$ cat src/hw/cfd_pkg.sv
// Constants and carrier types for the CAN fault confinement and timing block
// Operation
// - Software reads the low byte of the nine-bit transmit error counter.
// - A receive error raises the receive error counter by one or eight.
// - A good reception lowers it by one, or reloads 120 if above 128.
// - The block is error passive while the receive counter exceeds 127.
// - Diagnosis bit 3 reads the live level of the receive pin.
// - Diagnosis bit 2 reads the bus value taken at the last sample point.
// - Diagnosis bit 1 selects silent mode and bit 0 selects loop-back.
// - The first bit-timing register is reachable only in configuration mode.
// - Resync may stretch or shrink a bit by jump width plus one quanta.
// - The time quantum lasts prescaler plus one clock periods.
// - Bit 7 of the second bit-timing register always reads zero.
// - Time segment 2 lasts its field plus one quanta.
// - A bit shorter than eight clocks exceeds the top rate and is flagged.
// - A message is stored no sooner than six bits after acknowledge.
package cfd_pkg;
    localparam logic [7:0] ADDR_TX_FAULT  = 8'h00;
    localparam logic [7:0] ADDR_RX_FAULT  = 8'h04;
    localparam logic [7:0] ADDR_DIAG      = 8'h08;
    localparam logic [7:0] ADDR_PRESCALE  = 8'h0C;
    localparam logic [7:0] ADDR_SEGMENTS  = 8'h10;
    localparam logic [7:0] ADDR_CTRL      = 8'h14;
    localparam logic [7:0] ADDR_IRQ_STAT  = 8'h18;
    localparam logic [7:0] ADDR_IRQ_MASK  = 8'h1C;

    localparam int DIAG_RX   = 3;
    localparam int DIAG_LAST_SAMPLE_VALUE = 2;
    localparam int DIAG_SIL  = 1;
    localparam int DIAG_LBK  = 0;
    localparam int CTRL_CFG  = 0;

    localparam logic [7:0] PRESCALE_RST = 8'h00;
    localparam logic [7:0] SEGMENTS_RST = 8'h23;
    localparam logic       CTRL_CFG_RST = 1'b1;

    localparam logic [7:0] REC_PASSIVE = 8'h7F;
    localparam logic [7:0] REC_HIGH    = 8'h80;
    localparam logic [7:0] REC_RELOAD  = 8'h78;
    localparam logic [7:0] REC_STEP    = 8'h08;
    localparam logic [7:0] REC_TOP8    = 8'hF7;
    localparam logic [8:0] TEC_PASSIVE = 9'h07F;
    localparam logic [8:0] TEC_STEP    = 9'h008;
    localparam logic [8:0] TEC_TOP8    = 9'h1F7;
    localparam logic [2:0] STORE_BITS  = 3'h6;
    localparam logic [11:0] MIN_BIT_CLKS = 12'h008;

    localparam int IRQ_PASSIVE = 0;
    localparam int IRQ_BUSOFF  = 1;
    localparam int IRQ_STORE   = 2;
    localparam int IRQ_RATE    = 3;
    localparam int IRQ_W       = 4;

    typedef struct packed {
        logic rxErr1;
        logic rxErr8;
        logic rxOk;
        logic txErr8;
        logic txOk;
        logic ackSeen;
    } cfd_evt_t;

    typedef struct packed {
        logic [1:0] jumpWidth;
        logic [5:0] quantumPrescaler;
        logic [2:0] segmentTwoLen;
        logic [3:0] segmentOneLen;
    } cfd_timing_t;

    typedef enum logic [2:0] {
        ST_SYNC = 3'b001,
        ST_SEG1 = 3'b010,
        ST_SEG2 = 3'b100
    } cfd_seg_t;
endpackage

$ cat src/hw/cfd_bit_clock.sv
// Quantum prescaler and bit segment sequencer with resynchronisation
module cfd_bit_clock (
    input  wire logic                core_clk,
    input  wire logic                rst_n,
    input  wire logic                run,
    input  wire cfd_pkg::cfd_timing_t timing,
    input  wire logic                rxLevel,
    output logic                     samplePulse,
    output logic                     tooFast
);
    import cfd_pkg::*;

    logic [5:0] qCnt;
    logic       qTick;
    cfd_seg_t   state;
    logic [4:0] tq;
    logic [2:0] ext;
    logic [2:0] cut;
    logic [2:0] sjwLen;
    logic       rxPrev;
    logic       resyncDone;
    logic       fall;
    logic [11:0] bitClks;

    assign sjwLen = {1'b0, timing.jumpWidth} + 3'h1;
    assign fall = rxPrev & ~rxLevel;

    ////////////////////////////////////////////////////////////////////////
    // quantum from prescaler
    always_ff @(posedge core_clk) begin
        if (!rst_n || !run || qTick) begin
            qCnt <= 6'h00;
        end else begin
            qCnt <= qCnt + 6'h01;
        end
    end
    assign qTick = run && (qCnt == timing.quantumPrescaler);

    always_ff @(posedge core_clk) begin
        if (!rst_n) begin
            rxPrev <= 1'b1;
        end else begin
            rxPrev <= rxLevel;
        end
    end

    ////////////////////////////////////////////////////////////////////////
    // segment lengths, jump limit
    always_ff @(posedge core_clk) begin
        if (!rst_n || !run) begin
            state <= ST_SYNC;
            tq <= 5'h00;
            ext <= 3'h0;
            cut <= 3'h0;
            resyncDone <= 1'b0;
        end else begin
            if (fall && !resyncDone && state == ST_SEG1) begin
                ext <= (tq[2:0] + 3'h1 < sjwLen && tq < 5'h7) ?
                       tq[2:0] + 3'h1 : sjwLen;
                resyncDone <= 1'b1;
            end else if (fall && !resyncDone && state == ST_SEG2) begin
                cut <= sjwLen;
                resyncDone <= 1'b1;
            end
            if (qTick) begin
                case (state)
                    ST_SYNC: begin
                        state <= ST_SEG1;
                        tq <= 5'h00;
                        ext <= 3'h0;
                        cut <= 3'h0;
                        resyncDone <= 1'b0;
                    end
                    ST_SEG1: begin
                        if (tq >= {1'b0, timing.segmentOneLen} + {2'b00, ext})
                        begin
                            state <= ST_SEG2;
                            tq <= 5'h00;
                        end else begin
                            tq <= tq + 5'h01;
                        end
                    end
                    ST_SEG2: begin
                        if (tq + {2'b00, cut} >= {2'b00, timing.segmentTwoLen})
                        begin
                            state <= ST_SYNC;
                        end else begin
                            tq <= tq + 5'h01;
                        end
                    end
                    default: state <= ST_SYNC;
                endcase
            end
        end
    end

    assign samplePulse = qTick && state == ST_SEG1 &&
        tq >= {1'b0, timing.segmentOneLen} + {2'b00, ext};

    assign bitClks = 12'({6'h00, timing.quantumPrescaler} + 12'h001) *
        12'(5'h03 + {1'b0, timing.segmentOneLen}
            + {2'b00, timing.segmentTwoLen});
    assign tooFast = bitClks < MIN_BIT_CLKS;
endmodule

$ cat src/hw/cfd_fault_diag.sv
// CAN fault counters, bus diagnosis and bit timing with an APB slave
//
// Decided for this implementation: the address map and register access over APB.
module cfd_fault_diag (
    input  wire logic              core_clk,
    input  wire logic              rst_n,
    input  wire logic              psel,
    input  wire logic              penable,
    input  wire logic              pwrite,
    input  wire logic [7:0]        paddr,
    input  wire logic [31:0]       pwdata,
    output logic [31:0]            prdata,
    output logic                   pready,
    output logic                   pslverr,
    input  wire logic              canRxPin,
    output logic                   canTxPin,
    input  wire logic              txBit,
    input  wire cfd_pkg::cfd_evt_t evt,
    output logic                   sampleBit,
    output logic                   samplePulse,
    output logic                   errPassive,
    output logic                   busOff,
    output logic                   storeMsg,
    output logic                   irq
);
    import cfd_pkg::*;

    logic [8:0]  tx_error_counter;
    logic [7:0]  rx_error_counter;
    logic        silentSelect;
    logic        loopbackSelect;
    logic [7:0]  prescale;
    logic [7:0]  segments;
    logic        cfgMode;
    logic [IRQ_W-1:0] irqStat;
    logic [IRQ_W-1:0] irqMask;
    logic [IRQ_W-1:0] irqEvt;
    logic        rxS1;
    logic        rxS2;
    logic        rxS3;
    logic        rxLive;
    logic        rxInt;
    logic        lastSample;
    logic        tooFast;
    logic        setupRd;
    logic        wrEn;
    logic        access;
    logic        mapped;
    logic        locked;
    logic [7:0]  rdByte;
    logic        passNow;
    logic        ackArm;
    logic [2:0]  ackCnt;
    cfd_timing_t timing;

    ////////////////////////////////////////////////////////////////////////
    // Bus decode: zero wait states, read data latched in the setup cycle
    assign access  = psel && penable;
    assign setupRd = psel && !penable && !pwrite;
    assign pready  = 1'b1;
    assign mapped  = paddr[1:0] == 2'b00 && paddr <= ADDR_IRQ_MASK;

    assign locked  = !cfgMode &&
        (paddr == ADDR_PRESCALE || paddr == ADDR_SEGMENTS);
    assign pslverr = access && (!mapped || locked);
    assign wrEn    = access && pwrite && mapped && !locked;

    always_comb begin
        rdByte = 8'h00;
        case (paddr)
            ADDR_TX_FAULT: rdByte = tx_error_counter[7:0];
            ADDR_RX_FAULT: rdByte = rx_error_counter;
            ADDR_DIAG: rdByte = {4'h0, rxLive, lastSample,
                                 silentSelect, loopbackSelect};
            ADDR_PRESCALE: rdByte = locked ? 8'h00 : prescale;
            ADDR_SEGMENTS: rdByte = locked ? 8'h00 : {1'b0, segments[6:0]};
            ADDR_CTRL: rdByte = {7'h00, cfgMode};
            ADDR_IRQ_STAT: rdByte = {{(8-IRQ_W){1'b0}}, irqStat};
            ADDR_IRQ_MASK: rdByte = {{(8-IRQ_W){1'b0}}, irqMask};
            default: rdByte = 8'h00;
        endcase
    end

    always_ff @(posedge core_clk) begin
        if (!rst_n) begin
            prdata <= 32'h0000_0000;
        end else if (setupRd) begin
            prdata <= {24'h00_0000, rdByte};
        end
    end

    ////////////////////////////////////////////////////////////////////////
    // Software control registers
    // silent and loop-back selects
    always_ff @(posedge core_clk) begin
        if (!rst_n) begin
            silentSelect <= 1'b0;
            loopbackSelect <= 1'b0;
        end else if (wrEn && paddr == ADDR_DIAG) begin
            silentSelect <= pwdata[DIAG_SIL];
            loopbackSelect <= pwdata[DIAG_LBK];
        end
    end

    always_ff @(posedge core_clk) begin
        if (!rst_n) begin
            prescale <= PRESCALE_RST;
            segments <= SEGMENTS_RST;
        end else if (wrEn && paddr == ADDR_PRESCALE) begin
            prescale <= pwdata[7:0];
        end else if (wrEn && paddr == ADDR_SEGMENTS) begin
            segments <= {1'b0, pwdata[6:0]};
        end
    end

    always_ff @(posedge core_clk) begin
        if (!rst_n) begin
            cfgMode <= CTRL_CFG_RST;
        end else if (wrEn && paddr == ADDR_CTRL) begin
            cfgMode <= pwdata[CTRL_CFG];
        end
    end

    assign timing = '{jumpWidth: prescale[7:6],
                      quantumPrescaler: prescale[5:0],
                      segmentTwoLen: segments[6:4],
                      segmentOneLen: segments[3:0]};

    ////////////////////////////////////////////////////////////////////////
    // Receive pin: three stages, a level change counts once two agree
    always_ff @(posedge core_clk) begin
        if (!rst_n) begin
            rxS1 <= 1'b1;
            rxS2 <= 1'b1;
            rxS3 <= 1'b1;
        end else begin
            rxS1 <= canRxPin;
            rxS2 <= rxS1;
            rxS3 <= rxS2;
        end
    end

    // live level, which software polls at diagnosis bit 3
    // dominant level visible four clocks after the pin
    always_ff @(posedge core_clk) begin
        if (!rst_n) begin
            rxLive <= 1'b1;
        end else if (rxS2 == rxS3) begin
            rxLive <= rxS3;
        end
    end

    // loop-back feeds transmit into receive; silent holds pin recessive
    assign rxInt = loopbackSelect ? txBit : rxLive;
    assign canTxPin = silentSelect ? 1'b1 : txBit;

    cfd_bit_clock u_bit_clock (
        .core_clk    (core_clk),
        .rst_n       (rst_n),
        .run         (!cfgMode),
        .timing      (timing),
        .rxLevel     (rxInt),
        .samplePulse (samplePulse),
        .tooFast     (tooFast)
    );

    always_ff @(posedge core_clk) begin
        if (!rst_n) begin
            lastSample <= 1'b1;
        end else if (samplePulse) begin
            lastSample <= rxInt;
        end
    end
    assign sampleBit = lastSample;

    ////////////////////////////////////////////////////////////////////////
    // Fault confinement counters, saturating rather than wrapping
    // receive counter update
    always_ff @(posedge core_clk) begin
        if (!rst_n) begin
            rx_error_counter <= 8'h00;
        end else if (evt.rxErr8) begin
            rx_error_counter <= (rx_error_counter > REC_TOP8) ? 8'hFF : rx_error_counter + REC_STEP;
        end else if (evt.rxErr1) begin
            rx_error_counter <= (rx_error_counter == 8'hFF) ? 8'hFF : rx_error_counter + 8'h01;
        end else if (evt.rxOk) begin
            if (rx_error_counter > REC_HIGH) begin
                rx_error_counter <= REC_RELOAD;
            end else if (rx_error_counter != 8'h00) begin
                rx_error_counter <= rx_error_counter - 8'h01;
            end
        end
    end

    always_ff @(posedge core_clk) begin
        if (!rst_n) begin
            tx_error_counter <= 9'h000;
        end else if (evt.txErr8) begin
            tx_error_counter <= (tx_error_counter > TEC_TOP8) ? 9'h1FF : tx_error_counter + TEC_STEP;
        end else if (evt.txOk && tx_error_counter != 9'h000) begin
            tx_error_counter <= tx_error_counter - 9'h001;
        end
    end

    assign passNow = rx_error_counter > REC_PASSIVE || tx_error_counter > TEC_PASSIVE;
    always_ff @(posedge core_clk) begin
        if (!rst_n) begin
            errPassive <= 1'b0;
            busOff <= 1'b0;
        end else begin
            errPassive <= passNow;
            busOff <= tx_error_counter[8];
        end
    end

    ////////////////////////////////////////////////////////////////////////
    // store six bits after acknowledge
    always_ff @(posedge core_clk) begin
        if (!rst_n) begin
            ackArm <= 1'b0;
            ackCnt <= 3'h0;
            storeMsg <= 1'b0;
        end else begin
            storeMsg <= 1'b0;
            if (evt.ackSeen) begin
                ackArm <= 1'b1;
                ackCnt <= 3'h0;
            end else if (ackArm && samplePulse) begin
                ackCnt <= ackCnt + 3'h1;
                if (ackCnt + 3'h1 == STORE_BITS) begin
                    ackArm <= 1'b0;
                    storeMsg <= 1'b1;
                end
            end
        end
    end

    ////////////////////////////////////////////////////////////////////////
    // Interrupts: a new event wins over a same-cycle write-one-to-clear
    assign irqEvt[IRQ_PASSIVE] = passNow && !errPassive;
    assign irqEvt[IRQ_BUSOFF]  = tx_error_counter[8] && !busOff;
    assign irqEvt[IRQ_STORE]   = storeMsg;
    assign irqEvt[IRQ_RATE]    = tooFast && !cfgMode;

    for (genvar i = 0; i < IRQ_W; i++) begin : g_irq
        always_ff @(posedge core_clk) begin
            if (!rst_n) begin
                irqStat[i] <= 1'b0;
            end else if (irqEvt[i]) begin
                irqStat[i] <= 1'b1;
            end else if (wrEn && paddr == ADDR_IRQ_STAT && pwdata[i]) begin
                irqStat[i] <= 1'b0;
            end
        end
        always_ff @(posedge core_clk) begin
            if (!rst_n) begin
                irqMask[i] <= 1'b0;
            end else if (wrEn && paddr == ADDR_IRQ_MASK) begin
                irqMask[i] <= pwdata[i];
            end
        end
    end
    assign irq = |(irqStat & irqMask);
endmodule

$ cat config.mk
export PLATFORM = sky130hd
export DESIGN_NAME = cfd_fault_diag
export DESIGN_NICKNAME = d
export VERILOG_FILES = /design/src/hw/cfd_pkg.sv /design/src/hw/cfd_bit_clock.sv /design/src/hw/cfd_fault_diag.sv
export SDC_FILE = /design/constraint.sdc
export NUM_CORES = 1
export LEC_CHECK = 0
export BUFFER_PORTS_ARGS = -buffer_cell sky130_fd_sc_hd__clkbuf_2
export CAP_MARGIN = 15
export CORE_MARGIN = 2
export CORE_UTILIZATION = 63
export DETAILED_ROUTE_END_ITERATION = 10
export GPL_TIMING_DRIVEN = 1
export PLACE_DENSITY = 0.93
export SYNTH_ARGS = -nofsm -noshare
export SYNTH_HDL_FRONTEND = slang
export SYNTH_HIERARCHICAL = 1
export SYNTH_SLANG_ARGS = --single-unit
$ cat constraint.sdc
create_clock -name core_clk -period 14.7 [get_ports core_clk]
set_input_delay 4.41 -clock core_clk [delete_from_list [all_inputs] [get_ports core_clk]]
set_output_delay 4.41 -clock core_clk [all_outputs]
set_load 0.1 [all_outputs]
Yosys cells after proc, flatten, opt, wreduce, memory -nomap -nowiden
Cells that the tools add are included.
- bits in registers: 85
- input port bits: 53
- output and inout bits: 41
- logic and storage cells: 195
- add/sub/neg operators: 15
- multiply operators: 1
- magnitude comparators: 11
- equality and inequality tests: 17
- mux-type cells: 45
- bitwise gates (word level): 6
- reduce and logical (&&, ||, !) cells: 67
- operators by type and width (kind ; number):
    $mux 8 ; 8
    $pmux 8 s8 ; 1
    $eq 8x5->1 const B ; 4
    $logic_and 1x1->1 ; 31
    $mux 3 ; 10
    $mux 9 ; 3
    $mux 1 ; 18
    $eq 8x4->1 const B ; 2
    $gt 8x8->1 const B ; 2
    $pmux 5 s3 ; 1
    $reduce_bool 2->1 ; 7
    $add 12x3->12 ; 1
    $lt 12x4->1 const B ; 1
    $mul 12x12->12 ; 1
    $mux 5 ; 2
    $add 9x4->9 const B ; 1
    $gt 9x7->1 const B ; 1
    $gt 9x9->1 const B ; 1
    $logic_not 1->1 ; 9
    $pmux 3 s3 ; 1
    $reduce_bool 9->1 ; 1
    $sub 9x1->9 const B ; 1
    $add 8x1->8 const B ; 1
    $add 8x4->8 const B ; 1
    other kinds (38) ; 53

Longest topological paths before layout
- depth in word-level cells: 9
- depth in mapped cells: 21
- gate-level depth less buffers: 21

By module
Netlist, hierarchy kept.
- by module, submodules not included (module ; times used ; cells each ; area each (um^2) ; seq. area each (um^2)):
    cfd_fault_diag ; 1 ; 479 ; 3913.8 ; 1261.2
    cfd_bit_clock ; 1 ; 332 ; 2806.4 ; 440.4

Worst setup path before layout
OpenSTA, ideal clock, no wires.
- path kind: input port to output port
- start: input paddr[2]
- end: output pslverr
- arrival: 6703 ps
- data required time: 10290 ps
- slack: 3587 ps
- cell stages on the path: 5
- buffers on the path: 2
- cells stage by stage: clkbuf_1 > and3b_1 > clkbuf_1 > o21ai_0 > a31oi_1
- cells in the longest elaborated chain, start to end: 5
- elaborated cells between the ends (all ways): 9
- classes of those cells: 1 x order compare; 2 x eq/ne; 6 x reduce/logical
- RTL lines (item ; RTL line ; source):
    start, declared ; cfd_fault_diag.sv:10 ; input wire logic [7:0] paddr,
    $le 8x5->1 (tied with other cells) ; cfd_fault_diag.sv:61 ; assign mapped = paddr[1:0] == 2'b00 && paddr <= ADDR_IRQ_MASK;
    $logic_and 1x1->1 or $logic_or 1x1->1 (tied branches) ; cfd_fault_diag.sv:61, cfd_fault_diag.sv:64 ;
    $logic_not 1->1 or $logic_and 1x1->1 (tied branches) ; cfd_fault_diag.sv:65, cfd_fault_diag.sv:63 ;
    $logic_or 1x1->1 (*) ; cfd_fault_diag.sv:65 ; assign pslverr = access && (!mapped || locked);
    $logic_and 1x1->1 (*) ; cfd_fault_diag.sv:65 ;
    end, declared ; cfd_fault_diag.sv:14 ; output logic pslverr,
Mark *: on every way between the ends. The rest lies on a longest branch, timed or not.

Final worst setup path
Same ends and word-level chain as after synthesis.

==> impl_summary.md <==
Detailed routing
The count of vias placed by the detailed router is around 6000. The detailed-route DRC error count is 0. Before antenna repair, the detailed router went through 5 iterations.

After detailed routing, the average wire length per cell comes to 16.2 µm. For this block, the routed nets add up to between 15000 and 20000 µm of wire. The via-per-instance ratio is 6.17.

Once detail routing completed, the nets flagged for antenna violations numbered 0. The initial DRC count is roughly 480.

Finish
The number of nets at the end of the flow is 955. The signed area change from the synthesized netlist to the final layout is 4.92%. The post-route netlist has slightly below 10% of its cells at a drive strength greater than 1.

Fill cells in the final layout number 807. The antenna cell count is 0. The post-layout instance count excluding filler cells is just under 1000.

Clock tree
The post-cts sizing count is 0. The clock latency at the later pin of the worst-skew pair is about 0.38 ns. Clock-pin slew was measured on the worst setup and hold paths at 0.09 ns. TritonCTS built the clock tree.

Post-CTS timing repair inserted 0 buffers for setup. Buffers inserted to repair hold after CTS numbered 0. In this run the number of H-tree levels came out at 3.

The maximum root-to-sink buffer count is 2. The tree is rooted in a sky130_fd_sc_hd__clkbuf_8. Counting every sink on the clock net gives 85.

The CTS buffer count is 9.

STA
Of the available clock period, the critical path in the final layout requires a little under three quarters. The final max-slew violation count is 0. Between clock sinks in the finished design, the worst skew comes to 0.0124 ns. After layout, the worst setup slack is roughly 4.2 ns.

The maximum clock frequency is around 95 MHz. Setup violations remaining at the end of the flow were counted as 0. Counting I/O delays and the setup requirement, the final critical path takes roughly 11 ns. The headroom to the max-slew limit is between 20% and 30%. Setup repair after global routing left no endpoint under its margin.

The post-route setup TNS is 0 ns. For the pin with the worst max-slew slack, the measured transition is 1.11 ns. The count of endpoints failing hold in the final timing report is 0.

Power and ir drop
The highest ir drop seen on vdd is about 0.072 mV. The leakage component of the power is around 3.1 nW. Power spread over the standard cell area amounts to between 80 and 90 nW/µm².

Synth
The largest total area in the synthesized netlist belongs to sky130_fd_sc_hd__dfxtp_1. By area the synthesized netlist is led by sky130_fd_sc_hd__dfxtp_1 25%, sky130_fd_sc_hd__ha_1 11%, sky130_fd_sc_hd__fa_1 5.7%, sky130_fd_sc_hd__mux2i_1 5.4%, sky130_fd_sc_hd__nor2_1 4.6%. By area, the combinational part of the netlist is dominated by simple AND/OR/NAND/NOR gates. The number of enable-type register cells in the synthesized netlist is 0. Of the total synthesized cell area, the portion taken by XOR and XNOR cells is roughly 4.4%. Each instance of the synthesized netlist takes up on average 8.29 µm².

The portion of synthesized cell area occupied by the leading cell type is 25.3%. Synthesis handed over a netlist of 811 instances. The number of distinct library cells after synthesis is 83. The adder and majority gate portion of the synthesized area is 16.6%. The share of the synthesized area in compound gates (AO/OA/AOI/OAI) is between 15 and 20%. For this run, asynchronously set or reset flops after synthesis account for 0%. For this run, the register share of the synthesized area comes to 25.3%. The register bit count reported by yosys is 85. The most common flop cell mapped by yosys is sky130_fd_sc_hd__dfxtp_1. The share of synthesized cell area in and, or, nand and nor gates is 20.9%. Measured against the total synthesized area, the mux share comes to between 5 and 6%. The total of warnings raised by yosys is 6. The area of the mapped netlist is between 6000 and 7000 µm².

Floorplanning
The core region is 10300 µm². In this run the horizontal extent of the chip is between 100 and 150 µm. The die is between 100 and 150 µm tall. Once the floorplan was initialized, standard cells occupied between 60% and 70% of the core. The area of the die is ~12000 µm². During I/O placement, the number of pins put on the boundary was 94. The cell row count is 37.

Setup path
The arrival time of the worst setup path is 6.10 ns. The origin of the critical flop-to-flop path is segments[1]. On the critical path, the stage with the largest delay is an instance of sky130_fd_sc_hd__nor3b_2. The top fanout value on the critical path is 25. The worst setup path category is in2out. The cell occurring most often along the worst timing path is sky130_fd_sc_hd__clkbuf_2.

The launching element type of the critical path is an input port. The critical path goes through clkbuf_2, nor3b_2, o21ai_0, a31oi_1, clkbuf_2. In this design, the stage delay of the slowest critical-path cell is about 0.49 ns.

The capturing element type of the critical path is an output port. The most critical setup path has its startpoint at paddr[2]. For the worst setup path, the data required time is between 10 and 15 ns.

GRT
Global routing finished with a remaining overflow of 0. The via count of the first global-routing pass is between 5000 and 6000. The number of antenna violations at the first check in global routing was 0. The largest net degree at the start of global routing is 37.

The first global-routing pass estimated between 20000 and 30000 µm of wire. Global routing used between 20% and 30% of the available tracks.

Placement
In this run the tool buffered the top-level ports with 44 buffer cells. After legalization and detailed placement, the total HPWL measured 11500 µm. The post-placement worst setup slack is approximately 4.2 ns. Routability-driven placement finished with a final weighted congestion of between 0.9 and 1. After detailed placement, the design holds a cell count of between 900 and 1000.

Flow run
The total of max-cap violations is 0.

Min path
The min-delay analysis places its worst path in the category reg2reg. The startpoint identified for the worst hold timing path is rxS1.

Outcome
The flow ran to the end, and the final reports show no timing, DRC or antenna violations.
cell usage after synthesis (13+ instances only):
library cell	n
sky130_fd_sc_hd__nand3_1	34
sky130_fd_sc_hd__nand2_1	35
sky130_fd_sc_hd__xnor2_1	14
sky130_fd_sc_hd__o21ai_0	42
sky130_fd_sc_hd__and3_1	15
sky130_fd_sc_hd__buf_4	25
sky130_fd_sc_hd__fa_1	19
sky130_fd_sc_hd__dfxtp_1	85
sky130_fd_sc_hd__clkbuf_1	29
sky130_fd_sc_hd__mux2i_1	36
sky130_fd_sc_hd__a21oi_1	43
sky130_fd_sc_hd__ha_1	59
sky130_fd_sc_hd__xor2_1	18
sky130_fd_sc_hd__nor2_1	83
sky130_fd_sc_hd__inv_1	63
sky130_fd_sc_hd__nor3_1	13
sky130_fd_sc_hd__nand2b_1	17
placed cells by master (no fill, tap or decap), drive strengths merged, types with 14 or more instances in the layout:
master  instances
fa             19
xor2           18
nand3          34
a21oi          43
nor2           83
nand2b         17
nor3           14
o21ai          43
mux2i          36
clkbuf         53
dfxtp          85
conb           25
inv            63
nand2          37
and3           15
xnor2          15
ha             59
cells by family (layout without fill, tap and decap cells):
logic type,count (synthesis),after routing
other,2,25
flip-flops,85,85
AO/OA/AOI/OAI,176,176
XOR/XNOR,33,33
multiplexers,39,39
buffers and inverters,129,124
adder cells (fa/ha/maj),78,78
AND/OR/NAND/NOR,269,269
flip-flops by register name, indices dropped and copies added (netlist names), 4 cells and up:
register / count
segments: 7
tx_error_counter: 9
prdata: 8
u_bit_clock/tq: 5
irqStat: 4
prescale: 8
rx_error_counter: 8
u_bit_clock/qCnt: 6
irqMask: 4
critical path, delay by kind of cell:
family | cells | cell delay (ns)
AO/OA/AOI/OAI | 2 | 0.40
AND/OR/NAND/NOR | 1 | 0.49
buffers and inverters | 2 | 0.78
power by group:
part	total, mW	internal, mW	switching, mW
Sequential	0.265	0.241	0.0242
Clock	0.185	0.0947	0.0903
Combinational	0.134	0.0436	0.0908
Total	0.584	0.379	0.205
path summary, 6_finish.rpt:
path / to / depth (start not counted) / slack [ns]
worst max-delay path: pslverr / 5 / 4.19
worst min-delay path: rxS2 / 1 / 0.42
worst max register to register: irqStat[3] / 20 / 8.59
worst min register to register: rxS2 / 1 / 0.42
final cells by class:
type | count | area [µm²] | area share [%]
Multi-Input combinational cell | 620 | 4500 | 63.9
Sequential cell | 85 | 1700 | 24.1
Inverter | 64 | 240 | 3.41
Timing Repair Buffer | 44 | 220 | 3.12
Tap cell | 136 | 170 | 2.41
Clock buffer | 9 | 124 | 1.76
Clock inverter | 7 | 90.1 | 1.28
per-layer routing:
metal,GRT usage [%],wire length [µm]
met1,34.5,6640
met2,49.2,7800
met3,6.17,902
met4,8.35,301
met5,0,0
per-stage QoR:
step	utilization, %	power, mW	cell area [µm²]	hold WS (ns)
6_report	68.3	0.584	7050	0.415
5_1_grt	68.3	0.607	7050	0.432
4_1_cts	68.3	0.583	7050	0.420
3_5_place_dp	66.2	0.401	6840	0.400
3_3_place_gp	66.2	0.399	6840	0.389
2_1_floorplan	-	0.382	6810	0.386
Power figures use the tool's default switching activity.
